### config.mk
export PLATFORM = sky130hd
export DESIGN_NAME = ddrci_core
export DESIGN_NICKNAME = d
export VERILOG_FILES = /design/src/design/ddrci_pkg.sv /design/src/design/ddrci_core.sv /design/src/design/ddrci_sync.sv
export SDC_FILE = /design/constraint.sdc
export NUM_CORES = 1
export LEC_CHECK = 0
export ABC_AREA = 1
export BUFFER_PORTS_ARGS = -buffer_cell sky130_fd_sc_hd__buf_2
export CAP_MARGIN = 20
export CORE_MARGIN = 4
export CORE_UTILIZATION = 35
export DETAILED_ROUTE_END_ITERATION = 10
export GPL_ROUTABILITY_DRIVEN = 0
export SLEW_MARGIN = 0
export SYNTH_ARGS = -nofsm -noshare
export SYNTH_HDL_FRONTEND = slang
export SYNTH_HIERARCHICAL = 1
export SYNTH_SLANG_ARGS = --single-unit
### constraint.sdc
create_clock -name clk_sys -period 2.34 [get_ports clk_sys]
set_input_delay 0.117 -clock clk_sys [delete_from_list [all_inputs] [get_ports clk_sys]]
set_output_delay 0.117 -clock clk_sys [all_outputs]
set_load 0.02 [all_outputs]
### src/design/ddrci_pkg.sv
// Shared constants and types for the DDR3 command interface
package ddrci_pkg;
    localparam int ADDR_W = 16;
    localparam int BA_W = 3;
    localparam int BANKS = 8;
    localparam int DQ_W = 16;
    localparam int DM_W = 2;
    localparam int MR_COUNT = 4;
    localparam int MR_SEL_W = 2;
    // Address bit positions with a special meaning
    localparam int AUTO_PRE_BIT = 10;
    localparam int BURST_CHOP_BIT = 12;
    // Command code {ras_n, cas_n, we_n} with chip select low
    localparam logic [2:0] CMD_LOAD_MODE = 3'h0;
    localparam logic [2:0] CMD_REFRESH = 3'h1;
    localparam logic [2:0] CMD_PRECHARGE = 3'h2;
    localparam logic [2:0] CMD_ACTIVATE = 3'h3;
    localparam logic [2:0] CMD_WRITE = 3'h4;
    localparam logic [2:0] CMD_READ = 3'h5;
    localparam logic [2:0] CMD_ZQ_CAL = 3'h6;
    localparam logic [2:0] CMD_NOP = 3'h7;
    // Mode register 0 burst length field and codes
    localparam int MR0_BL_LSB = 0;
    localparam logic [1:0] BL_FIXED_8 = 2'h0;
    localparam logic [1:0] BL_ON_FLY = 2'h1;
    localparam logic [1:0] BL_FIXED_4 = 2'h2;
    // Mode register 1 nominal termination bits
    localparam int MR1_RTT_BIT0 = 2;
    localparam int MR1_RTT_BIT1 = 6;
    localparam int MR1_RTT_BIT2 = 9;
    // Burst lengths in data items
    localparam logic [3:0] BURST_FULL = 4'h8;
    localparam logic [3:0] BURST_CHOPPED = 4'h4;
    localparam logic [ADDR_W-1:0] MR_RESET = 16'h0000;

    typedef enum logic [1:0] {
        PWR_ACTIVE,
        PWR_PD_PRECHARGE,
        PWR_PD_ACTIVE,
        PWR_SELF_REFRESH
    } ddrci_power_type;
endpackage

### src/design/ddrci_core.sv
// DDR3 command interface: sampling, decode, power and termination
`timescale 1ns/1ns
`default_nettype none
module ddrci_core (
    // Clock and reset
    input wire logic clk_sys,
    input wire logic arst_n,
    // Link clock pair
    input wire logic ck_t,
    input wire logic ck_c,
    // Control pins
    input wire logic cke,
    input wire logic cs_n,
    input wire logic ras_n,
    input wire logic cas_n,
    input wire logic we_n,
    input wire logic odt,
    // Address pins
    input wire logic [ddrci_pkg::BA_W-1:0] ba,
    input wire logic [ddrci_pkg::ADDR_W-1:0] addr,
    // Write data pins
    input wire logic [ddrci_pkg::DQ_W-1:0] dq,
    input wire logic [ddrci_pkg::DM_W-1:0] dm,
    // Activate report
    output logic act_valid,
    output logic [ddrci_pkg::BA_W-1:0] act_bank,
    output logic [ddrci_pkg::ADDR_W-1:0] act_row,
    // Read and write report
    output logic rw_valid,
    output logic rw_write,
    output logic [ddrci_pkg::BA_W-1:0] rw_bank,
    output logic [ddrci_pkg::ADDR_W-1:0] rw_col,
    output logic rw_auto_pre,
    output logic rw_burst_full,
    // Precharge report
    output logic pre_valid,
    output logic pre_all,
    output logic [ddrci_pkg::BA_W-1:0] pre_bank,
    // Mode register load report
    output logic mode_valid,
    output logic [ddrci_pkg::MR_SEL_W-1:0] mode_sel,
    output logic [ddrci_pkg::ADDR_W-1:0] mode_value,
    // Accepted write data
    output logic wr_valid,
    output logic [ddrci_pkg::DQ_W-1:0] wr_data,
    output logic [ddrci_pkg::DM_W-1:0] wr_byte_en,
    // Device state
    output logic [ddrci_pkg::BANKS-1:0] bank_open,
    output logic [1:0] power_state,
    output logic clocks_enabled,
    output logic cmd_buf_en,
    output logic ck_buf_en,
    output logic odt_on
);
    localparam int SYNC_W = 8 + ddrci_pkg::BA_W + ddrci_pkg::ADDR_W
        + ddrci_pkg::DQ_W + ddrci_pkg::DM_W;

    typedef struct packed {
        ddrci_pkg::ddrci_power_type pwr;
        logic ck_t_prev;
        logic ck_c_prev;
        logic [ddrci_pkg::BANKS-1:0] bank_open;
        logic [ddrci_pkg::MR_COUNT-1:0][ddrci_pkg::ADDR_W-1:0] mr;
        logic [3:0] wr_left;
        logic act_valid;
        logic [ddrci_pkg::BA_W-1:0] act_bank;
        logic [ddrci_pkg::ADDR_W-1:0] act_row;
        logic rw_valid;
        logic rw_write;
        logic [ddrci_pkg::BA_W-1:0] rw_bank;
        logic [ddrci_pkg::ADDR_W-1:0] rw_col;
        logic rw_auto_pre;
        logic rw_burst_full;
        logic pre_valid;
        logic pre_all;
        logic [ddrci_pkg::BA_W-1:0] pre_bank;
        logic mode_valid;
        logic [ddrci_pkg::MR_SEL_W-1:0] mode_sel;
        logic [ddrci_pkg::ADDR_W-1:0] mode_value;
        logic wr_valid;
        logic [ddrci_pkg::DQ_W-1:0] wr_data;
        logic [ddrci_pkg::DM_W-1:0] wr_byte_en;
        logic clocks_enabled;
        logic cmd_buf_en;
        logic ck_buf_en;
        logic odt_on;
    } ddrci_state_type;

    ddrci_state_type s;
    ddrci_state_type next_s;

    logic [SYNC_W-1:0] sync_q;
    logic ck_t_s;
    logic ck_c_s;
    logic cke_s;
    logic cs_n_s;
    logic [2:0] cmd_s;
    logic odt_s;
    logic [ddrci_pkg::BA_W-1:0] ba_s;
    logic [ddrci_pkg::ADDR_W-1:0] addr_s;
    logic [ddrci_pkg::DQ_W-1:0] dq_s;
    logic [ddrci_pkg::DM_W-1:0] dm_s;
    logic crossing;
    logic selected;
    logic odt_allowed;
    logic [1:0] bl_mode;
    logic [3:0] burst_len;

    // Every pin is synchronised with the same latency, so the group stays
    // aligned to the sampled clock pair
    ddrci_sync #(
        .WIDTH(SYNC_W)
    ) u_sync (
        .clk_sys(clk_sys),
        .arst_n(arst_n),
        .d({ck_t, ck_c, cke, cs_n, ras_n, cas_n, we_n, odt,
            ba, addr, dq, dm}),
        .q(sync_q)
    );

    assign {ck_t_s, ck_c_s, cke_s, cs_n_s, cmd_s, odt_s,
            ba_s, addr_s, dq_s, dm_s} = sync_q;

    // True rising and complement falling seen together
    assign crossing = ck_t_s && !s.ck_t_prev
        && !ck_c_s && s.ck_c_prev;
    assign selected = !cs_n_s;
    assign odt_allowed = s.mr[1][ddrci_pkg::MR1_RTT_BIT0]
        || s.mr[1][ddrci_pkg::MR1_RTT_BIT1]
        || s.mr[1][ddrci_pkg::MR1_RTT_BIT2];
    assign bl_mode = s.mr[0][ddrci_pkg::MR0_BL_LSB +: 2];

    always_comb begin
        burst_len = ddrci_pkg::BURST_FULL;
        if (bl_mode == ddrci_pkg::BL_FIXED_4) begin
            burst_len = ddrci_pkg::BURST_CHOPPED;
        end else if (bl_mode == ddrci_pkg::BL_ON_FLY) begin
            burst_len = addr_s[ddrci_pkg::BURST_CHOP_BIT]
                ? ddrci_pkg::BURST_FULL
                : ddrci_pkg::BURST_CHOPPED;
        end
    end

    always_comb begin
        next_s = s;
        next_s.ck_t_prev = ck_t_s;
        next_s.ck_c_prev = ck_c_s;
        next_s.act_valid = 1'b0;
        next_s.rw_valid = 1'b0;
        next_s.pre_valid = 1'b0;
        next_s.mode_valid = 1'b0;
        next_s.wr_valid = 1'b0;
        case (s.pwr)
            ddrci_pkg::PWR_SELF_REFRESH: begin
                // Only clock enable is looked at; exit needs no clock edge
                next_s.odt_on = 1'b0;
                if (cke_s) begin
                    next_s.pwr = ddrci_pkg::PWR_ACTIVE;
                end
            end
            ddrci_pkg::PWR_PD_PRECHARGE, ddrci_pkg::PWR_PD_ACTIVE: begin
                if (crossing) begin
                    next_s.odt_on = odt_allowed && odt_s;
                    if (cke_s) begin
                        next_s.pwr = ddrci_pkg::PWR_ACTIVE;
                    end
                end
            end
            default: begin
                if (crossing) begin
                    next_s.odt_on = odt_allowed && odt_s;
                    if (s.wr_left != 4'h0) begin
                        next_s.wr_left = s.wr_left - 4'h1;
                        next_s.wr_valid = (~dm_s) != '0;
                        next_s.wr_data = dq_s;
                        next_s.wr_byte_en = ~dm_s;
                    end
                    if (!cke_s) begin
                        // Power-down entry is taken on the crossing
                        if (selected && cmd_s == ddrci_pkg::CMD_REFRESH) begin
                            next_s.pwr = ddrci_pkg::PWR_SELF_REFRESH;
                            next_s.wr_left = 4'h0;
                            next_s.odt_on = 1'b0;
                        end else if (s.bank_open != '0) begin
                            next_s.pwr = ddrci_pkg::PWR_PD_ACTIVE;
                        end else begin
                            next_s.pwr = ddrci_pkg::PWR_PD_PRECHARGE;
                        end
                    end else if (selected) begin
                        case (cmd_s)
                            ddrci_pkg::CMD_ACTIVATE: begin
                                next_s.act_valid = 1'b1;
                                next_s.act_bank = ba_s;
                                next_s.act_row = addr_s;
                                next_s.bank_open[ba_s] = 1'b1;
                            end
                            ddrci_pkg::CMD_READ, ddrci_pkg::CMD_WRITE: begin
                                next_s.rw_valid = 1'b1;
                                next_s.rw_write =
                                    cmd_s == ddrci_pkg::CMD_WRITE;
                                next_s.rw_bank = ba_s;
                                next_s.rw_col = addr_s;
                                next_s.rw_auto_pre =
                                    addr_s[ddrci_pkg::AUTO_PRE_BIT];
                                next_s.rw_burst_full =
                                    burst_len == ddrci_pkg::BURST_FULL;
                                if (cmd_s == ddrci_pkg::CMD_WRITE) begin
                                    next_s.wr_left = burst_len;
                                end
                                // Auto-precharge closes the bank at issue
                                if (addr_s[ddrci_pkg::AUTO_PRE_BIT]) begin
                                    next_s.bank_open[ba_s] = 1'b0;
                                end
                            end
                            ddrci_pkg::CMD_PRECHARGE: begin
                                next_s.pre_valid = 1'b1;
                                next_s.pre_all =
                                    addr_s[ddrci_pkg::AUTO_PRE_BIT];
                                next_s.pre_bank = ba_s;
                                if (addr_s[ddrci_pkg::AUTO_PRE_BIT]) begin
                                    next_s.bank_open = '0;
                                end else begin
                                    next_s.bank_open[ba_s] = 1'b0;
                                end
                            end
                            ddrci_pkg::CMD_LOAD_MODE: begin
                                next_s.mode_valid = 1'b1;
                                next_s.mode_sel =
                                    ba_s[ddrci_pkg::MR_SEL_W-1:0];
                                next_s.mode_value = addr_s;
                                next_s.mr[ba_s[ddrci_pkg::MR_SEL_W-1:0]] =
                                    addr_s;
                            end
                            default: begin
                            end
                        endcase
                    end
                end
            end
        endcase
        // Buffer enables follow the state being entered
        next_s.clocks_enabled = next_s.pwr == ddrci_pkg::PWR_ACTIVE;
        next_s.cmd_buf_en = next_s.pwr == ddrci_pkg::PWR_ACTIVE;
        next_s.ck_buf_en =
            next_s.pwr != ddrci_pkg::PWR_SELF_REFRESH;
    end

    always_ff @(posedge clk_sys or negedge arst_n) begin
        if (!arst_n) begin
            s <= '0;
        end else begin
            s <= next_s;
        end
    end

    assign act_valid = s.act_valid;
    assign act_bank = s.act_bank;
    assign act_row = s.act_row;
    assign rw_valid = s.rw_valid;
    assign rw_write = s.rw_write;
    assign rw_bank = s.rw_bank;
    assign rw_col = s.rw_col;
    assign rw_auto_pre = s.rw_auto_pre;
    assign rw_burst_full = s.rw_burst_full;
    assign pre_valid = s.pre_valid;
    assign pre_all = s.pre_all;
    assign pre_bank = s.pre_bank;
    assign mode_valid = s.mode_valid;
    assign mode_sel = s.mode_sel;
    assign mode_value = s.mode_value;
    assign wr_valid = s.wr_valid;
    assign wr_data = s.wr_data;
    assign wr_byte_en = s.wr_byte_en;
    assign bank_open = s.bank_open;
    assign power_state = s.pwr;
    assign clocks_enabled = s.clocks_enabled;
    assign cmd_buf_en = s.cmd_buf_en;
    assign ck_buf_en = s.ck_buf_en;
    assign odt_on = s.odt_on;
endmodule
`default_nettype wire

### src/design/ddrci_sync.sv
// Two flip-flop synchroniser for a group of pin inputs
`timescale 1ns/1ns
`default_nettype none
module ddrci_sync #(
    parameter int WIDTH = 1
) (
    // Clock and reset
    input wire logic clk_sys,
    input wire logic arst_n,
    // Pin side and synchronised side
    input wire logic [WIDTH-1:0] d,
    output logic [WIDTH-1:0] q
);
    logic [WIDTH-1:0] stage1;

    // First stage feeds only the second
    always_ff @(posedge clk_sys or negedge arst_n) begin
        if (!arst_n) begin
            stage1 <= '0;
            q <= '0;
        end else begin
            stage1 <= d;
            q <= stage1;
        end
    end
endmodule
`default_nettype wire

* Yosys cells after proc, flatten, opt, wreduce, memory -nomap -nowiden
Cells that the tools add are included.
** Word-level totals
- Bits in registers :: 259
- Input bits :: 47
- Output and inout port bits :: 100
** Cells by class
- Reduce and logical (&&, ||, !) cells :: 30
- Bitwise gates (word level) :: 6
- $add $sub $neg :: 1
- Muxes and demuxes :: 37
- Order comparisons :: 4
- Eq/ne operators :: 14
** Operator list (number)
- 2-to-1 mux 86 bit :: 2
- 2-to-1 mux 71 bit :: 1
- 2-to-1 mux 67 bit :: 1
- bitwise mux 64 bit :: 1
- 2-to-1 mux 19 bit :: 2
- demux 16 bit (select 2 bit) :: 1
- 2-to-1 mux 4 bit :: 8
- case mux 8 bit (3 select lines) :: 1
- 2-to-1 mux 23 bit :: 1
- 2-to-1 mux 20 bit :: 1
- AND reduction 5 bit :: 4
- 2-to-1 mux 16 bit :: 1
- 2-to-1 mux 8 bit :: 2
- 2-to-1 mux 2 bit :: 6
- bitwise AND 8 bit :: 1
- NOT 8 bit :: 1
- OR 8 bit :: 1
- nonzero test 8 bit :: 1
- logical AND 1 bit :: 7
- == test 2 bit, second input constant :: 3
- == test 3 x 2 -> 1 bit, second input constant :: 2
- == test 3 bit, second input constant :: 2
- AND reduction 6 bit :: 1
- 2-to-1 mux 1 bit :: 5
- 27 further kinds :: 36

* Logic depth before layout (Yosys ltp)
- Depth after elaboration :: 9
- Gate-level depth with buffers :: 11
- Mapped depth without buffers :: 10

* By module
The synthesis kept the hierarchy.
** Modules (own cells, without submodules)
- ddrci_core :: times used 1, area each 5311.3 um^2, cells each 619, seq. area each 2727.6 um^2
- ddrci_sync :: times used 1, area each 2252.2 um^2, cells each 90, seq. area each 2252.2 um^2

* Worst setup path after synthesis
Ideal clock, no wire load.
- Kind :: reg2reg
- Start :: register s (netlist bit power_state[0])
- End :: register s (netlist bit wr_data[10])
- Data required time :: 2224 ps
- Period minus slack after synthesis :: 1589 ps
- Library setup time :: 116 ps
- Setup slack :: 751 ps
- Cell stages (with the launch flop) :: 10
- Buffers on the path :: 1
- Arrival :: 1473 ps
- Cell sequence :: dfrtp_1 > inv_1 > ha_1 > inv_1 > nor2_1 > nand2_1 > clkinv_1 > buf_4 > nand2_1 > nand2_1
** On the way
- Word-level cells in the longest chain between the ends :: 4
** Ends and longest elaborated chain
- start: declaration :: RTL line ddrci_core.sv:89 : ddrci_state_type s;
- start signal: assignment :: RTL line ddrci_core.sv:252 : s <= next_s;
- == test 2 x 1 -> 1 bit or == test 2 bit (tied branches) :: RTL line ddrci_core.sv:153 : case (s.pwr)
- OR reduction 3 bit (no source line) (*)
- NOT 1 bit (no source line) (*)
- AND reduction 3 bit (no source line) (*)
Mark *: on every way between the ends. The rest lies on a longest branch, timed or not.
A chain may end at the register's enable or synchronous reset.

* Final worst setup path
- Start :: register s (netlist bit power_state[0])
- End :: register s (netlist bit rw_col[14])
** On the way
- Word-level cells in the longest chain between the ends :: 4
** Ends and longest elaborated chain (RTL line)
- == test 2 x 1 -> 1 bit or == test 2 bit (tied branches) :: ddrci_core.sv:153
- OR reduction 3 bit (no source line) (*)
- NOT 1 bit (no source line) (*)
- AND reduction 5 bit (no source line) (*)
Marks and branches as above.

==> Implementation_results.wiki <==
{| class="wikitable"
! Metric !! Value
|-
| Outcome || finished clean
|-
| Final design utilization || 42.5%
|-
| Net count reported at finish || 869
|-
| Clock tree sinks || 199
|-
| Share of the synthesized area in the top cell type || 65.8%
|-
| Leak || 4.71 nW
|-
| Sequence of cells on the critical path || inv_1 -> ha_1 -> nand2_4 -> nor2_8 -> nand2_2 -> o21ai_0
|-
| Post-synth cell types || 29
|-
| Maximum single-stage delay on the critical path || 0.45 ns
|-
| Overall track demand over capacity in global routing || 13.1%
|-
| Drt total wl || 15200 µm
|-
| Arrival time at the worst endpoint || 2.28 ns
|-
| First-pass detailed-route iteration total || 4
|-
| Top library cells by usage in the layout, fill and taps aside || 199 x sky130_fd_sc_hd__dfrtp_1, 181 x sky130_fd_sc_hd__nand2_1, 145 x sky130_fd_sc_hd__buf_2, 54 x sky130_fd_sc_hd__o21ai_0, 47 x sky130_fd_sc_hd__inv_1
|-
| Clock Tree Root || sky130_fd_sc_hd__clkbuf_16
|-
| Tcrit/Tclk final || 83.5%
|-
| Starting Density || 35.8%
|-
| Die width || 155 µm
|-
| Combined area of all synthesized cells || 7560 µm²
|-
| Clk slew on worst S/H paths || 0.08 ns
|-
| HPWL after detailed placement || 10200 µm
|-
| Buffer depth of the longest clock path || 2
|-
| Number of violations of the max-capacitance limit || 0
|-
| Synthesized instance count || 709
|-
| Hold Path Class || in2async
|-
| Antenna violations before repair || 0
|-
| Largest area contributor in the netlist || sky130_fd_sc_hd__dfrtp_1
|-
| Starting DRT DRC Count || 221
|-
| Synthesis Warnings || 6
|-
| Die ar. || 24000 µm²
|-
| Average cell area after synthesis || 10.7 µm²
|-
| Power Density || 913 nW/µm²
|-
| Kind of critical path || reg2reg
|-
| Via count of the first global-routing pass || 4704
|-
| Largest fanout on the critical path || 42
|-
| Chip height || 155 µm
|-
| ANT nets after route || 0
|-
| Commonest non-fill, non-tap cell in the layout || sky130_fd_sc_hd__dfrtp_1
|-
| DRC violation count after routing || 0
|-
| Post-Route Setup TNS || 0 ns
|-
| Vias || 4813
|-
| Final count of pins violating max slew || 0
|-
| Layout cell share with drive strength beyond 1 || 23.8%
|-
| Area of the core || 21200 µm²
|-
| CTS tree || built
|-
| Worst-skew pair later-pin latency || 0.42 ns
|-
| Setup repair after global routing missed its margin || false
|-
| Tmin final || 1.95 ns
|-
| Highest Clock Rate || 512 MHz
|-
| Slowest CP cell || sky130_fd_sc_hd__nand2_2
|-
| Slew at the pin closest to its max-slew limit || 0.754 ns
|-
| I/O Buffers || 146
|-
| Largest clock skew in the final design || 0.00861 ns
|-
| Number of buffers created by CTS || 17
|-
| Per-cell routed wire length || 13.7 µm
|-
| P&R area growth vs syn || 18.8%
|-
| Worst rel slew slack || 49.5%
|-
| Req. time, crit path || 2.66 ns
|-
| Total of flip-flops plus latches after synthesis || 199
|-
| Kind of launch point of the worst setup path || flip-flop
|-
| Final Hold Violating Endpoints || 0
|-
| Layout filler cell count || 2015
|-
| CP Capture Type || flip-flop
|-
| Num rows || 53
|-
| Global route overflow || 0
|-
| Vias per cell || 4.35
|-
| Wire length of the first global-routing pass || 24800 µm
|-
| Diode insertion count for antenna repair || 0
|-
| Setup Viol. Count Final || 0
|-
| Net count of the mapped netlist || 759
|-
| Top-level port count || 147
|-
| Maximum vdd ir drop || 0.442 mV
|-
| Post-CTS sizing || 0
|-
| Post-synthesis sequential area ratio || 65.8%
|-
| Pin count of the biggest net entering global routing || 70
|-
| CTS H-Tree Depth || 4
|-
| Dominant cells by area after synthesis || sky130_fd_sc_hd__dfrtp_1 66%, sky130_fd_sc_hd__nand2_1 9.0%, sky130_fd_sc_hd__buf_4 8.8%
|}
-- area by class of cell --
cell class	instances	area (µm²)	share of cell area [%]
sequential	199	4980	55.4
clock inverter	13	129	1.43
clock buffer	19	443	4.93
tap	275	344	3.83
timing repair buffer	197	1260	14.0
multi-input combinational	354	1640	18.3
inverter	50	188	2.09
-- worst max-delay path, delay by kind of cell, from the launching register on --
| family | cells | cell delay (ns) |
|---|---|---|
| and+or+nand+nor | 3 | 0.70 |
| DFF | 1 | 0.42 |
| AOI/OAI and AO/OA | 1 | 0.35 |
| adders and majority gates | 1 | 0.29 |
| buffers and inverters | 1 | 0.07 |
-- per-stage QoR --
stage / setup WS, ns / total power [mW] / area [µm²] / std cells / hold slack [ns]
final: 0.386 / 8.20 / 8990 / 1107 / 0.198
after global routing: 0.130 / 8.69 / 8990 / 1107 / 0.234
after CTS: 0.310 / 8.34 / 8990 / 1107 / 0.209
after detailed placement: 0.332 / 5.41 / 7950 / 1029 / 0.102
after global placement: 0.432 / 5.39 / 7950 / 1029 / 0.102
after floorplan: 0.751 / 5.18 / 7560 / 709 / -0.179
-- state kept, by name, indices dropped and copies added, names as in the netlist, 2 cells and up --
name,cells
act_bank,3
act_row,16
bank_open,8
bl_mode,2
mode_sel,2
mode_value,16
power_state,2
pre_bank,3
rw_bank,3
rw_col,16
s,9
u_sync/q,45
u_sync/stage1,45
wr_byte_en,2
wr_data,16
-- worst paths after layout --
kind,cells past startpoint,start,endpoint,slack (ns)
min in group clk_sys,2,cke,u_sync/stage1[42]$_DFF_PN0_,0.32
worst max register to register,6,power_state[0]$_DFF_PN0_,rw_col[14]$_DFFE_PN0P_,0.39
worst max-delay path,6,power_state[0]$_DFF_PN0_,rw_col[14]$_DFFE_PN0P_,0.39
max in group asynchronous,3,arst_n,cmd_buf_en$_DFF_PN0_,1.35
worst min register to register,0,u_sync/stage1[32]$_DFF_PN0_,u_sync/q[32]$_DFF_PN0_,0.35
worst min-delay path,2,arst_n,u_sync/stage1[24]$_DFF_PN0_,0.20
-- power by group --
group	leakage (nW)	switching (mW)	internal (mW)
sequential	2.52	0.194	3.79
combinational	1.91	0.908	0.492
clock	0.276	1.37	1.45
-- what timing repair did --
item | CTS | global route
hold buffers | 46 | 0
buffers inserted | 0 | 0
hold endpoints to repair | 95 | 0
-- synth_stat cells --
cell type,instances
sky130_fd_sc_hd__nor2_4,1
sky130_fd_sc_hd__nand2_4,1
sky130_fd_sc_hd__nor3_4,1
sky130_fd_sc_hd__nand2_1,181
sky130_fd_sc_hd__ha_1,3
sky130_fd_sc_hd__nor3_1,2
sky130_fd_sc_hd__nand2_2,6
sky130_fd_sc_hd__or2_2,1
sky130_fd_sc_hd__inv_1,47
sky130_fd_sc_hd__o21bai_1,1
sky130_fd_sc_hd__nand4_1,10
sky130_fd_sc_hd__nor2_1,21
sky130_fd_sc_hd__and2_1,1
sky130_fd_sc_hd__buf_2,7
sky130_fd_sc_hd__dfrtp_1,199
sky130_fd_sc_hd__clkbuf_1,8
sky130_fd_sc_hd__o21ai_0,54
sky130_fd_sc_hd__o211ai_1,2
sky130_fd_sc_hd__nand3_4,1
sky130_fd_sc_hd__inv_2,2
sky130_fd_sc_hd__or2_1,1
sky130_fd_sc_hd__buf_6,2
sky130_fd_sc_hd__nor2_8,2
sky130_fd_sc_hd__nor2_2,1
sky130_fd_sc_hd__o21ai_1,29
sky130_fd_sc_hd__a21oi_1,6
sky130_fd_sc_hd__nand3_1,29
sky130_fd_sc_hd__clkinv_1,1
sky130_fd_sc_hd__buf_4,89
-- per-layer routing --
layer / wire length [µm] / GRT usage [%]
met4: 287 / 5.21
met5: 0 / 0
met3: 704 / 2.84
met1: 6740 / 17.4
met2: 7470 / 21.1
-- logic make-up (layout without fill, tap and decap cells) --
| group | count (synthesis) | after routing | share of synthesized area, % |
|---|---|---|---|
| AND/OR/NAND/NOR | 259 | 259 | 15.0 |
| flip-flops | 199 | 199 | 65.8 |
| adder cells (fa/ha/maj) | 3 | 3 | 0.496 |
| buffers and inverters | 156 | 279 | 12.5 |
| AO/OA/AOI/OAI | 92 | 92 | 6.19 |
Power figures use the tool's default switching activity.
